$ cat src/clkmg_regs.svh
`ifndef CLKMG_REGS_SVH
`define CLKMG_REGS_SVH
// apb register byte offsets
`define CLKMG_OFF_CTRL      12'h000
`define CLKMG_OFF_STATUS    12'h004
`define CLKMG_OFF_PS        12'h008
`define CLKMG_OFF_CFG_ADDR  12'h00C
`define CLKMG_OFF_CFG_DATA  12'h010
`define CLKMG_OFF_PHASE     12'h014
// ctrl fields
`define CLKMG_CTRL_RST      0
`define CLKMG_CTRL_SEL      1
`define CLKMG_CTRL_FBSTOP   2
`define CLKMG_CTRL_INSTOP   3
// ps register fields
`define CLKMG_PS_START      0
`define CLKMG_PS_DIR        1
// status fields
`define CLKMG_ST_LOCK       0
`define CLKMG_ST_INSTOP     1
`define CLKMG_ST_FBSTOP     2
`define CLKMG_ST_PSBUSY     3
`define CLKMG_ST_RDY        4
// cfg addr fields
`define CLKMG_CA_WRITE      8
`define CLKMG_CA_GO         9
// config word addresses
`define CLKMG_CW_OUT0       7'h00
`define CLKMG_CW_FBMULT     7'h01
`define CLKMG_CW_INDIV      7'h02
`define CLKMG_CW_DUTY       7'h03
// reset values, in eighths for out0 and feedback, in hundredths for duty
`define CLKMG_RST_OUT0      16'h0008
`define CLKMG_RST_FBMULT    16'h0028
`define CLKMG_RST_INDIV     16'h0001
`define CLKMG_RST_DUTY      16'h0032
`define CLKMG_RST_OUTDIV    16'h0001
// limits
`define CLKMG_OUT_MAX       16'h0080
`define CLKMG_OUT0_FMIN     16'h0010
`define CLKMG_OUT0_FMAX     16'h0400
`define CLKMG_FB_MIN        16'h0010
`define CLKMG_FB_MAX        16'h0200
`define CLKMG_INDIV_MAX     16'h006A
`define CLKMG_DUTY_MIN      16'h0001
`define CLKMG_DUTY_MAX      16'h0063
`define CLKMG_PHASE_STEPS   16'h0038
// phase shift settle count and lock wait count
`define CLKMG_PS_SETTLE     4'h7
`define CLKMG_LOCK_CYCLES   8'h3F
`endif

$ cat src/clkmg_pkg.sv
package clkmg_pkg;
	typedef enum logic [1:0] {CLKMG_PS_IDLE, CLKMG_PS_MOVE, CLKMG_PS_DONE} clkmg_ps_state_t;
	typedef enum logic [1:0] {CLKMG_CP_IDLE, CLKMG_CP_SHADOW, CLKMG_CP_APPLY} clkmg_cp_state_t;
endpackage : clkmg_pkg

$ cat src/clkmg_cfg_port.sv
`timescale 1ns/1ps
`include "clkmg_regs.svh"
module clkmg_cfg_port (
	// clock and reset
	input  wire logic        pclk,
	input  wire logic        presetn,
	// port request
	input  wire logic        reconfig_port_enable,
	input  wire logic        reconfig_write_enable,
	input  wire logic [6:0]  reconfig_address,
	input  wire logic [15:0] reconfig_write_data,
	// port answer
	output logic      [15:0] reconfig_read_data,
	output logic             reconfig_ready,
	// applied settings
	output logic      [15:0] out0_div,
	output logic      [15:0] fb_mult,
	output logic      [15:0] in_div,
	output logic      [15:0] duty_set
);
	logic [15:0] cfg_mem_reg [0:127];
	logic [15:0] shadow_reg, shadow_next;
	logic [6:0]  addr_reg, addr_next;
	logic [15:0] rdata_reg, rdata_next;
	logic        rdy_reg, rdy_next;
	clkmg_pkg::clkmg_cp_state_t st_reg, st_next;

	// legality check; illegal words are refused but still answered
	function automatic logic word_ok(input logic [6:0] a, input logic [15:0] d);
		unique case (a)
			`CLKMG_CW_OUT0:   word_ok = (d[2:0] == 3'h0 && d >= 16'h0008 && d <= `CLKMG_OUT0_FMAX)
				|| (d >= `CLKMG_OUT0_FMIN && d <= `CLKMG_OUT0_FMAX); // RULE_10
			`CLKMG_CW_FBMULT: word_ok = d >= `CLKMG_FB_MIN && d <= `CLKMG_FB_MAX; // RULE_11
			`CLKMG_CW_INDIV:  word_ok = d >= 16'h0001 && d <= `CLKMG_INDIV_MAX; // RULE_12
			`CLKMG_CW_DUTY:   word_ok = d >= `CLKMG_DUTY_MIN && d <= `CLKMG_DUTY_MAX; // RULE_14
			default:          word_ok = (a < 7'h0A) ? (d >= 16'h0001 && d <= `CLKMG_OUT_MAX) : 1'b1; // RULE_08 RULE_09
		endcase
	endfunction : word_ok

	always_comb begin
		st_next     = st_reg;
		shadow_next = shadow_reg;
		addr_next   = addr_reg;
		rdata_next  = rdata_reg;
		rdy_next    = 1'b0;
		unique case (st_reg)
			clkmg_pkg::CLKMG_CP_IDLE: begin
				if (reconfig_port_enable) begin // RULE_01
					addr_next = reconfig_address; // RULE_24
					if (reconfig_write_enable) begin
						shadow_next = reconfig_write_data; // RULE_23
						st_next     = clkmg_pkg::CLKMG_CP_SHADOW;
					end else begin
						rdata_next = cfg_mem_reg[reconfig_address]; // RULE_21
						rdy_next   = 1'b1; // RULE_22
					end
				end
			end
			clkmg_pkg::CLKMG_CP_SHADOW: st_next = clkmg_pkg::CLKMG_CP_APPLY;
			clkmg_pkg::CLKMG_CP_APPLY: begin
				rdy_next = 1'b1; // RULE_22
				st_next  = clkmg_pkg::CLKMG_CP_IDLE;
			end
		endcase
	end

	// write lands three cycles after the request: shadow, then apply, then written with ready
	always_ff @(posedge pclk or negedge presetn) begin
		if (!presetn) begin // RULE_25
			st_reg     <= clkmg_pkg::CLKMG_CP_IDLE;
			shadow_reg <= 16'h0000;
			addr_reg   <= 7'h00;
			rdata_reg  <= 16'h0000;
			rdy_reg    <= 1'b0;
		end else begin
			st_reg     <= st_next;
			shadow_reg <= shadow_next;
			addr_reg   <= addr_next;
			rdata_reg  <= rdata_next;
			rdy_reg    <= rdy_next;
		end
	end

	// memory has no reset; defaults load in the first apply-free cycles
	logic init_done_reg;
	always_ff @(posedge pclk or negedge presetn) begin
		if (!presetn) begin
			init_done_reg <= 1'b0;
		end else begin
			init_done_reg <= 1'b1;
		end
	end

	always_ff @(posedge pclk) begin
		if (!init_done_reg) begin
			for (int i = 0; i < 128; i++) begin
				cfg_mem_reg[i] <= (i < 10) ? `CLKMG_RST_OUTDIV : 16'h0000;
			end
			cfg_mem_reg[`CLKMG_CW_OUT0]   <= `CLKMG_RST_OUT0;
			cfg_mem_reg[`CLKMG_CW_FBMULT] <= `CLKMG_RST_FBMULT;
			cfg_mem_reg[`CLKMG_CW_INDIV]  <= `CLKMG_RST_INDIV;
			cfg_mem_reg[`CLKMG_CW_DUTY]   <= `CLKMG_RST_DUTY;
		end else if (st_reg == clkmg_pkg::CLKMG_CP_APPLY && word_ok(addr_reg, shadow_reg)) begin
			cfg_mem_reg[addr_reg] <= shadow_reg; // RULE_23
		end
	end

	assign reconfig_read_data = rdata_reg;
	assign reconfig_ready     = rdy_reg;
	assign out0_div           = cfg_mem_reg[`CLKMG_CW_OUT0];
	assign fb_mult            = cfg_mem_reg[`CLKMG_CW_FBMULT];
	assign in_div             = cfg_mem_reg[`CLKMG_CW_INDIV];
	assign duty_set           = cfg_mem_reg[`CLKMG_CW_DUTY];

	chk_read_ready_next: assert property (@(posedge pclk) disable iff (!presetn) // RULE_22
		(st_reg == clkmg_pkg::CLKMG_CP_IDLE && reconfig_port_enable && !reconfig_write_enable) |=> reconfig_ready)
		else $error("read not answered in one cycle");
	chk_write_ready_three: assert property (@(posedge pclk) disable iff (!presetn) // RULE_23
		(st_reg == clkmg_pkg::CLKMG_CP_IDLE && reconfig_port_enable && reconfig_write_enable)
		|=> !reconfig_ready ##1 !reconfig_ready ##1 reconfig_ready)
		else $error("write ready not on third cycle");
	chk_read_data_hold: assert property (@(posedge pclk) disable iff (!presetn) // RULE_21
		!reconfig_ready |-> $stable(reconfig_read_data))
		else $error("read data changed without operation");
	chk_ready_single: assert property (@(posedge pclk) disable iff (!presetn) // RULE_22
		reconfig_ready |=> !reconfig_ready)
		else $error("ready longer than one cycle");
	cov_cfg_write: cover property (@(posedge pclk) st_reg == clkmg_pkg::CLKMG_CP_APPLY);
endmodule : clkmg_cfg_port

$ cat src/clkmg_ctrl.sv
`timescale 1ns/1ps
`include "clkmg_regs.svh"
// Contract
// RULE_01 - config port acts on rising clock edge
// RULE_02 - phase shift signals on rising clock edge
// RULE_03 - controller pulses shift enable one cycle
// RULE_04 - shift moves gradually, ends with done pulse
// RULE_05 - direction high increments, low decrements
// RULE_06 - accumulated phase wraps at full turn
// RULE_07 - done one cycle; next start after it
// RULE_08 - output dividers range one to 128
// RULE_09 - fractional only output zero and feedback
// RULE_10 - output zero divider integer or eighths
// RULE_11 - feedback multiplier two to 64, default five
// RULE_12 - input divider one to 106
// RULE_13 - phase offset in 56 steps per period
// RULE_14 - duty setting 0.01 to 0.99
// RULE_15 - inverted outputs complement outputs zero-three
// RULE_16 - input stopped flag sets fast, clears on lock
// RULE_17 - feedback stopped flag sets fast, clears on lock
// RULE_18 - lock rises automatically when aligned
// RULE_19 - lock falls within one cycle on fault
// RULE_20 - user resets device after lock loss
// RULE_21 - read returns addressed word, held after
// RULE_22 - ready pulse marks each completed operation
// RULE_23 - write data shadowed, applied later
// RULE_24 - seven-bit address selects 16-bit word
// RULE_25 - reset asynchronous, release synchronous
// RULE_26 - reference select changes only under reset
// RULE_27 - one port operation outstanding at most
module clkmg_ctrl (
	// apb
	input  wire logic        pclk,
	input  wire logic        presetn,
	input  wire logic        psel,
	input  wire logic        penable,
	input  wire logic        pwrite,
	input  wire logic [11:0] paddr,
	input  wire logic [31:0] pwdata,
	output logic      [31:0] prdata,
	output logic             pready,
	output logic             pslverr,
	// clock outputs status
	output logic      [3:0]  inverted_output_enables,
	output logic             reference_select
);
	logic [31:0] rdata_reg, rdata_next;
	logic        ctrl_rst_reg, ctrl_rst_next;
	logic        sel_reg, sel_next;
	logic        fbstop_src_reg, fbstop_src_next;
	logic        instop_src_reg, instop_src_next;
	logic [15:0] cfg_wdata_reg, cfg_wdata_next;
	logic [6:0]  cfg_addr_reg, cfg_addr_next;
	logic        cfg_we_reg, cfg_we_next;
	logic        cfg_en_reg, cfg_en_next;
	logic        cfg_busy_reg, cfg_busy_next;
	logic        ps_en_reg, ps_en_next;
	logic        ps_dir_reg, ps_dir_next;
	logic [5:0]  phase_reg, phase_next;
	logic [3:0]  ps_cnt_reg, ps_cnt_next;
	logic        ps_done_reg, ps_done_next;
	logic        instop_reg, instop_next;
	logic        fbstop_reg, fbstop_next;
	logic        lock_reg, lock_next;
	logic [7:0]  lock_cnt_reg, lock_cnt_next;
	clkmg_pkg::clkmg_ps_state_t ps_st_reg, ps_st_next;
	logic [15:0] cfg_rdata;
	logic        cfg_ready;
	logic [15:0] out0_div, fb_mult, in_div, duty_set;
	logic        wr_acc, rd_acc;

	assign wr_acc = psel && penable && pwrite;
	assign rd_acc = psel && !penable && !pwrite;

	clkmg_cfg_port u_cfg (
		.pclk                  (pclk),
		.presetn               (presetn),
		.reconfig_port_enable  (cfg_en_reg),
		.reconfig_write_enable (cfg_we_reg),
		.reconfig_address      (cfg_addr_reg),
		.reconfig_write_data   (cfg_wdata_reg),
		.reconfig_read_data    (cfg_rdata),
		.reconfig_ready        (cfg_ready),
		.out0_div              (out0_div),
		.fb_mult               (fb_mult),
		.in_div                (in_div),
		.duty_set              (duty_set)
	);

	// register writes and port launches
	always_comb begin
		ctrl_rst_next   = ctrl_rst_reg;
		sel_next        = sel_reg;
		fbstop_src_next = fbstop_src_reg;
		instop_src_next = instop_src_reg;
		cfg_wdata_next  = cfg_wdata_reg;
		cfg_addr_next   = cfg_addr_reg;
		cfg_we_next     = cfg_we_reg;
		cfg_en_next     = 1'b0;
		cfg_busy_next   = cfg_busy_reg && !cfg_ready;
		ps_en_next      = 1'b0;
		ps_dir_next     = ps_dir_reg;
		if (wr_acc) begin
			unique case (paddr)
				`CLKMG_OFF_CTRL: begin
					ctrl_rst_next   = pwdata[`CLKMG_CTRL_RST];
					// select only follows while held in reset
					if (ctrl_rst_reg) begin
						sel_next = pwdata[`CLKMG_CTRL_SEL]; // RULE_26
					end
					fbstop_src_next = pwdata[`CLKMG_CTRL_FBSTOP];
					instop_src_next = pwdata[`CLKMG_CTRL_INSTOP];
				end
				`CLKMG_OFF_PS: begin
					// start accepted only when idle, so one-cycle enable always
					// direction only under the same idle check, start bit set or not, so a shift in flight keeps its sense
					if (ps_st_reg == clkmg_pkg::CLKMG_PS_IDLE && !ps_en_reg) begin
						ps_en_next  = pwdata[`CLKMG_PS_START]; // RULE_03
						ps_dir_next = pwdata[`CLKMG_PS_DIR]; // RULE_05
					end
				end
				`CLKMG_OFF_CFG_DATA: cfg_wdata_next = pwdata[15:0];
				`CLKMG_OFF_CFG_ADDR: begin
					if (!cfg_busy_reg && pwdata[`CLKMG_CA_GO]) begin
						cfg_addr_next = pwdata[6:0]; // RULE_24
						cfg_we_next   = pwdata[`CLKMG_CA_WRITE];
						cfg_en_next   = 1'b1; // RULE_27
						cfg_busy_next = 1'b1;
					end
				end
				default: ;
			endcase
		end
	end

	// one fine step, wrapping at a full turn in both directions
	function automatic logic [5:0] phase_step(input logic dir, input logic [5:0] ph);
		logic [5:0] last;
		last = 6'(`CLKMG_PHASE_STEPS - 16'h0001);
		if (dir) begin
			phase_step = (ph == last) ? 6'h00 : ph + 6'h01; // RULE_06
		end else begin
			phase_step = (ph == 6'h00) ? last : ph - 6'h01; // RULE_13
		end
	endfunction : phase_step

	// fine phase shift; settle count stands in for the gradual move
	always_comb begin
		ps_st_next   = ps_st_reg;
		phase_next   = phase_reg;
		ps_cnt_next  = ps_cnt_reg;
		ps_done_next = 1'b0;
		unique case (ps_st_reg)
			clkmg_pkg::CLKMG_PS_IDLE: begin
				if (ps_en_reg) begin // RULE_02
					ps_st_next  = clkmg_pkg::CLKMG_PS_MOVE;
					ps_cnt_next = `CLKMG_PS_SETTLE;
				end
			end
			clkmg_pkg::CLKMG_PS_MOVE: begin
				ps_cnt_next = ps_cnt_reg - 4'h1; // RULE_04
				if (ps_cnt_reg == 4'h0) begin
					phase_next   = phase_step(ps_dir_reg, phase_reg); // RULE_05 RULE_06
					ps_done_next = 1'b1; // RULE_07
					ps_st_next   = clkmg_pkg::CLKMG_PS_DONE;
				end
			end
			clkmg_pkg::CLKMG_PS_DONE: ps_st_next = clkmg_pkg::CLKMG_PS_IDLE;
		endcase
	end

	// status flags; stop sources come from the FBSTOP and INSTOP bits of the ctrl register
	always_comb begin
		instop_next   = instop_reg;
		fbstop_next   = fbstop_reg;
		lock_next     = lock_reg;
		lock_cnt_next = lock_cnt_reg;
		if (ctrl_rst_reg || instop_src_reg || fbstop_src_reg) begin
			lock_next     = 1'b0; // RULE_19
			lock_cnt_next = 8'h00;
			instop_next   = instop_reg || instop_src_reg; // RULE_16
			fbstop_next   = fbstop_reg || fbstop_src_reg; // RULE_17
		end else if (lock_cnt_reg == `CLKMG_LOCK_CYCLES) begin
			lock_next   = 1'b1; // RULE_18
			instop_next = 1'b0;
			fbstop_next = 1'b0;
		end else begin
			lock_cnt_next = lock_cnt_reg + 8'h01;
		end
	end

	// apb read mux; unmapped reads zero
	always_comb begin
		rdata_next = rdata_reg;
		if (rd_acc) begin
			unique case (paddr)
				`CLKMG_OFF_CTRL:     rdata_next = {28'h000_0000, instop_src_reg, fbstop_src_reg, sel_reg, ctrl_rst_reg};
				`CLKMG_OFF_STATUS:   rdata_next = {27'h000_0000, cfg_busy_reg, ps_st_reg != clkmg_pkg::CLKMG_PS_IDLE,
					fbstop_reg, instop_reg, lock_reg};
				`CLKMG_OFF_PS:       rdata_next = {30'h0000_0000, ps_dir_reg, 1'b0};
				`CLKMG_OFF_CFG_DATA: rdata_next = {16'h0000, cfg_wdata_reg};
				`CLKMG_OFF_CFG_ADDR: rdata_next = {16'h0000, cfg_rdata};
				`CLKMG_OFF_PHASE:    rdata_next = {26'h000_0000, phase_reg};
				default:             rdata_next = 32'h0000_0000;
			endcase
		end
	end

	always_ff @(posedge pclk or negedge presetn) begin
		if (!presetn) begin // RULE_25
			rdata_reg      <= 32'h0000_0000;
			ctrl_rst_reg   <= 1'b0;
			sel_reg        <= 1'b1;
			fbstop_src_reg <= 1'b0;
			instop_src_reg <= 1'b0;
			cfg_wdata_reg  <= 16'h0000;
			cfg_addr_reg   <= 7'h00;
			cfg_we_reg     <= 1'b0;
			cfg_en_reg     <= 1'b0;
			cfg_busy_reg   <= 1'b0;
			ps_en_reg      <= 1'b0;
			ps_dir_reg     <= 1'b0;
			phase_reg      <= 6'h00;
			ps_cnt_reg     <= 4'h0;
			ps_done_reg    <= 1'b0;
			ps_st_reg      <= clkmg_pkg::CLKMG_PS_IDLE;
			instop_reg     <= 1'b0;
			fbstop_reg     <= 1'b0;
			lock_reg       <= 1'b0;
			lock_cnt_reg   <= 8'h00;
		end else begin
			rdata_reg      <= rdata_next;
			ctrl_rst_reg   <= ctrl_rst_next;
			sel_reg        <= sel_next;
			fbstop_src_reg <= fbstop_src_next;
			instop_src_reg <= instop_src_next;
			cfg_wdata_reg  <= cfg_wdata_next;
			cfg_addr_reg   <= cfg_addr_next;
			cfg_we_reg     <= cfg_we_next;
			cfg_en_reg     <= cfg_en_next;
			cfg_busy_reg   <= cfg_busy_next;
			ps_en_reg      <= ps_en_next;
			ps_dir_reg     <= ps_dir_next;
			phase_reg      <= phase_next;
			ps_cnt_reg     <= ps_cnt_next;
			ps_done_reg    <= ps_done_next;
			ps_st_reg      <= ps_st_next;
			instop_reg     <= instop_next;
			fbstop_reg     <= fbstop_next;
			lock_reg       <= lock_next;
			lock_cnt_reg   <= lock_cnt_next;
		end
	end

	assign prdata           = rdata_reg;
	assign pready           = 1'b1;
	assign pslverr          = 1'b0;
	assign reference_select = sel_reg;
	// inverted outputs only usable once locked
	assign inverted_output_enables = {4{lock_reg}}; // RULE_15

	chk_done_after_settle: assert property (@(posedge pclk) disable iff (!presetn) // RULE_04
		(ps_st_reg == clkmg_pkg::CLKMG_PS_IDLE && ps_en_reg) |=> !ps_done_reg [*8] ##1 ps_done_reg)
		else $error("done not nine cycles after start");
	chk_done_single: assert property (@(posedge pclk) disable iff (!presetn) // RULE_07
		ps_done_reg |=> !ps_done_reg)
		else $error("done longer than one cycle");
	chk_phase_wrap: assert property (@(posedge pclk) disable iff (!presetn) // RULE_06
		(ps_done_next && ps_dir_reg && phase_reg == 6'd55) |=> phase_reg == 6'h00)
		else $error("phase did not wrap");
	chk_lock_fall: assert property (@(posedge pclk) disable iff (!presetn) // RULE_19
		(instop_src_reg || fbstop_src_reg || ctrl_rst_reg) |=> !lock_reg)
		else $error("lock not dropped");
	chk_lock_rise: assert property (@(posedge pclk) disable iff (!presetn) // RULE_18
		(!lock_reg && !$past(lock_reg) && lock_cnt_reg == `CLKMG_LOCK_CYCLES && !ctrl_rst_reg
		&& !instop_src_reg && !fbstop_src_reg) |=> lock_reg)
		else $error("lock did not rise");
	chk_instop_set: assert property (@(posedge pclk) disable iff (!presetn) // RULE_16
		instop_src_reg |=> instop_reg)
		else $error("input stopped not flagged");
	chk_fbstop_set: assert property (@(posedge pclk) disable iff (!presetn) // RULE_17
		fbstop_src_reg |=> fbstop_reg)
		else $error("feedback stopped not flagged");
	chk_ps_one_cycle: assert property (@(posedge pclk) disable iff (!presetn) // RULE_03
		ps_en_reg |=> !ps_en_reg)
		else $error("shift enable longer than one cycle");
	chk_ps_start_refused: assert property (@(posedge pclk) disable iff (!presetn) // RULE_07
		(ps_st_reg != clkmg_pkg::CLKMG_PS_IDLE) |=> !ps_en_reg)
		else $error("shift started while busy");
	chk_cfg_busy_clear: assert property (@(posedge pclk) disable iff (!presetn) // RULE_22
		cfg_ready |=> !cfg_busy_reg)
		else $error("config busy not cleared by ready");
	chk_cfg_launch_one: assert property (@(posedge pclk) disable iff (!presetn) // RULE_27
		cfg_en_reg |=> !cfg_en_reg)
		else $error("second config launch while busy");
	chk_sel_in_reset: assert property (@(posedge pclk) disable iff (!presetn) // RULE_26
		!ctrl_rst_reg |=> $stable(sel_reg))
		else $error("select changed outside reset");
	cov_ps_refused: cover property (@(posedge pclk) wr_acc && paddr == `CLKMG_OFF_PS
		&& ps_st_reg != clkmg_pkg::CLKMG_PS_IDLE);
	cov_ps_inc: cover property (@(posedge pclk) ps_done_reg && ps_dir_reg);
	cov_ps_dec: cover property (@(posedge pclk) ps_done_reg && !ps_dir_reg);
	cov_lock: cover property (@(posedge pclk) $rose(lock_reg));
endmodule : clkmg_ctrl

$ cat config.mk
export PLATFORM = sky130hd
export DESIGN_NAME = clkmg_ctrl
export DESIGN_NICKNAME = d
export VERILOG_FILES = /design/src/clkmg_pkg.sv /design/src/clkmg_cfg_port.sv /design/src/clkmg_ctrl.sv
export VERILOG_INCLUDE_DIRS = /design/src
export SDC_FILE = /design/constraint.sdc
export NUM_CORES = 2
export LEC_CHECK = 0
export BUFFER_PORTS_ARGS = -buffer_cell sky130_fd_sc_hd__buf_2
export CAP_MARGIN = 0
export CORE_UTILIZATION = 35
export DETAILED_ROUTE_END_ITERATION = 16
export GPL_TIMING_DRIVEN = 0
export PLACE_DENSITY = 0.57
export SETUP_SLACK_MARGIN = 0.3
export SLEW_MARGIN = 20
export SYNTH_ARGS = -nofsm -noshare
export SYNTH_HDL_FRONTEND = slang
export SYNTH_SLANG_ARGS = --single-unit
$ cat constraint.sdc
create_clock -name pclk -period 8.4 [get_ports pclk]
set_input_delay 2.52 -clock pclk [delete_from_list [all_inputs] [get_ports pclk]]
set_output_delay 2.52 -clock pclk [all_outputs]
set_load 0.01 [all_outputs]
==> metrics.md <==
| Metric | Value |
|---|---|
| Mean routed wirelength per cell | `44.11 um` |
| Post-DP HPWL | `~370000 um` |
| Area share of the largest cell type after synthesis | `0.6232` |
| Antenna-violating nets left | `0` |
| Critical Path Start Type | `flop` |
| Area of the multi-input gates | `roughly 0.032 mm2` |
| Sequential share of the synthesized area | `0.6521` |
| Via density | `between 6 and 7` |
| Crit path cell chain | `buf_2, buf_2, nand2_1, clkbuf_1, buf_1, o22ai_1, nor2_1, a2111oi_0, nand4_1, nand3_1` |
| Total track usage | `0.3431` |
| Status | `finished clean` |
| CTS tree | `yes` |
| PostCTS Resize Cnt | `0` |
| Final core occ | `0.4127` |
| TritonCTS Buffers | `between 200 and 250` |
| Cell accounting for the most synthesized area | `edfxtp_1` |
| Number of flip-flops under the largest register name | `roughly 2000` |
| Layout area overhead | `17.03%` |
| Unrepaired setup endpoints after global routing | `no` |
| Headroom to the max-slew limit | `0.04256` |
| Hold Buf Count CTS | `0` |
| Post-synthesis cell type count | `79` |
| FF/Latch Area | `about 0.064 mm2` |
| Clock Skew | `between 100 and 150 ps` |
| # rows | `about 190` |
| Fillers | `approximately 26000` |
| CP max-delay cell | `o22ai_1` |
| Clk_lat worst skew | `between 900 and 1000 ps` |
| Cells after synthesis | `between 6000 and 7000` |
| Number of enable flip-flop cells after synthesis | `2048` |
| Overall routed net length | `499000 um` |
| DR iter-0 viols | `between 10000 and 15000` |
| Post-CTS Setup Bufs | `0` |
| Crit path required time | `about 9200 ps` |
| Finished Layout Cells | `~11000` |
| Count of input and output buffers | `52` |
| Dpl cells | `10834` |
| Worst hold path class | `flop to flop` |
| Worst Path Max Fanout | `12` |
| Largest net degree at the start of global routing | `just under 60` |
| Via count | `about 75000` |
| Hold Vio Cnt, Final | `0` |
| WS Path Type | `flop to flop` |
| CTS HTree Levels | `4` |
| Die X | `approximately 530 um` |
| Initial antenna violation count | `76` |
| Most used cell, CP | `buf_2` |
| TNS Setup | `0 ps` |
| Crit path capture type | `flop` |
| CTS clk-pin slew, worst paths | `~70 ps` |
| Core ar. | `between 0.2 and 0.3 mm2` |
| Async S/R FF share, synth | `0.05273` |
| IO Count | `88` |
| Remaining Overflow, GRT | `0` |
| Final worst-path cycle share | `0.7325` |
| Maximum vdd drop | `0.1946 mV` |
| # Max-Cap Violations | `0` |
| PwrDens | `between 200 and 250 mW/mm2` |
| Leak | `40.98 nW` |
| Area contributors post-synth | `edfxtp_1 62%, mux4_2 10%, and3_1 7.3%` |
| Die area | `approximately 0.28 mm2` |
| Post-Syn Area | `about 0.099 mm2` |
| Most used DFF post-synth | `edfxtp_1` |
| Layout cells sized above 1 | `0.2066` |
| Final nets | `7409` |
| Die height | `533.0 um` |
| Number of global-route vias before repair | `around 70000` |
| DRC violations left | `0` |
| Crit-path max cell delay | `around 860 ps` |
| Slew Limit Fails | `0` |
| Initial Utilization | `0.3526` |
| Clk sinks | `roughly 2200` |
| Slew @ Worst Pin | `about 1400 ps` |
| Wire length of the first global-routing pass | `647200 um` |
| Pre-antenna DRT Iters | `7` |
| Fmax | `~160 MHz` |
| Syn_area_per_cell | `14.52 um2` |
| Final setup vio count | `0` |
| Final Critical Period | `approximately 6000 ps` |
| Arr. time, crit path | `approximately 7000 ps` |
| Synthesized flop and latch total | `2162` |
| GP Congestion | `~1.1` |
| Root Buffer | `clkbuf_16` |
| Ys Warns | `0` |
| Max Root-Sink Buffers | `4` |
-- final cells by class --
cell class,instances,area share
Clock buffer,313,0.05532
Antenna cell,56,0.001213
Multi-Input combinational cell,3853,0.2772
Sequential cell,2162,0.5572
Inverter,17,0.0005525
Buffer,860,0.03294
Clock inverter,109,0.008764
Tap cell,3724,0.04034
Timing Repair Buffer,218,0.02646
-- layout by cell type, fill, tap and decap left out, types with 34 or more instances in the layout --
| cell type | n |
|---|---|
| edfxtp_1 | 2048 |
| and3_1 | 1154 |
| nor3_1 | 634 |
| clkbuf_1 | 570 |
| mux4_2 | 455 |
| clkbuf_16 | 239 |
| buf_2 | 225 |
| and2_1 | 174 |
| nand2_1 | 173 |
| mux2i_1 | 161 |
| nor2_1 | 159 |
| dfrtp_1 | 113 |
| clkbuf_2 | 112 |
| conb_1 | 96 |
| buf_6 | 73 |
| o22ai_1 | 71 |
| a21oi_1 | 70 |
| a22oi_1 | 70 |
| o21ai_2 | 65 |
| o21ai_0 | 63 |
| mux2_2 | 63 |
| o221ai_1 | 58 |
| diode_2 | 56 |
| buf_4 | 53 |
| buf_16 | 48 |
| clkinv_2 | 46 |
| clkinv_1 | 36 |
| buf_8 | 34 |
-- per-stage QoR --
stage	area, um2	hold slack, ps	setup WS, ps	power [mW]
6_report	115500	478.7	2247	23.94
5_1_grt	115400	507.9	2336	24.29
3_5_place_dp	108000	472.9	2800	13.76
2_1_floorplan	99040	457.9	3966	13.19
3_3_place_gp	104000	464.5	730.7	13.65
4_1_cts	115400	486.3	2765	23.81
-- metal layers --
layer	vias to the layer above	track usage	wire, um
met1	38106	0.4175	172800
met5	-	0.001166	398
met4	47	0.2653	46010
met3	1648	0.1570	78620
met2	7052	0.4700	201100
li1	27690	-	-
-- critical path: cells and delay by family (launching register included) --
family	cells	cell delay [ps]
and+or+nand+nor	4	1820
buffers and inverters	4	2270
DFF	1	650
AOI/OAI and AO/OA	2	1300
-- final timing paths --
check,start,endpoint,slack [ps],cells past startpoint
worst max register to register,cfg_addr_reg[1],u_cfg.reconfig_read_data[2],2250,10
worst min register to register,prdata[13],prdata[13],480,2
worst min-delay path,prdata[13],prdata[13],480,2
max in group asynchronous,presetn,cfg_wdata_reg[4],6090,2
worst max-delay path,cfg_addr_reg[1],u_cfg.reconfig_read_data[2],2250,10
min in group asynchronous,presetn,cfg_addr_reg[3],1520,1
-- cells in the mapped netlist (all sizes together), types with 113 or more instances --
cell       n
mux2i    161
edfxtp  2048
mux4     455
o21ai    159
buf      237
clkbuf   623
nor2     159
dfrtp    113
nor3     646
nand2    173
and2     174
and3    1154
-- power by group --
part	total (mW)	leakage [nW]	internal [mW]	switching, mW
clock	10.4	3.62	5.75	4.60
sequential	12.5	21.0	12.3	0.195
combinational	1.08	16.3	0.380	0.699
-- cells by family (layout without fill, tap and decap cells) --
logic type	count (synthesis)	count (layout)	synth area share
flops	2162	2162	0.6521
mux	679	679	0.1274
xor+xnor	7	7	0.0006212
buf+inv	877	1517	0.03758
simple gates	2468	2468	0.1409
fa+ha+maj	10	10	0.001268
compound gates	593	593	0.04010
other cells	2	152	0.00007610
No activity file was read; power rests on OpenSTA's default activity.
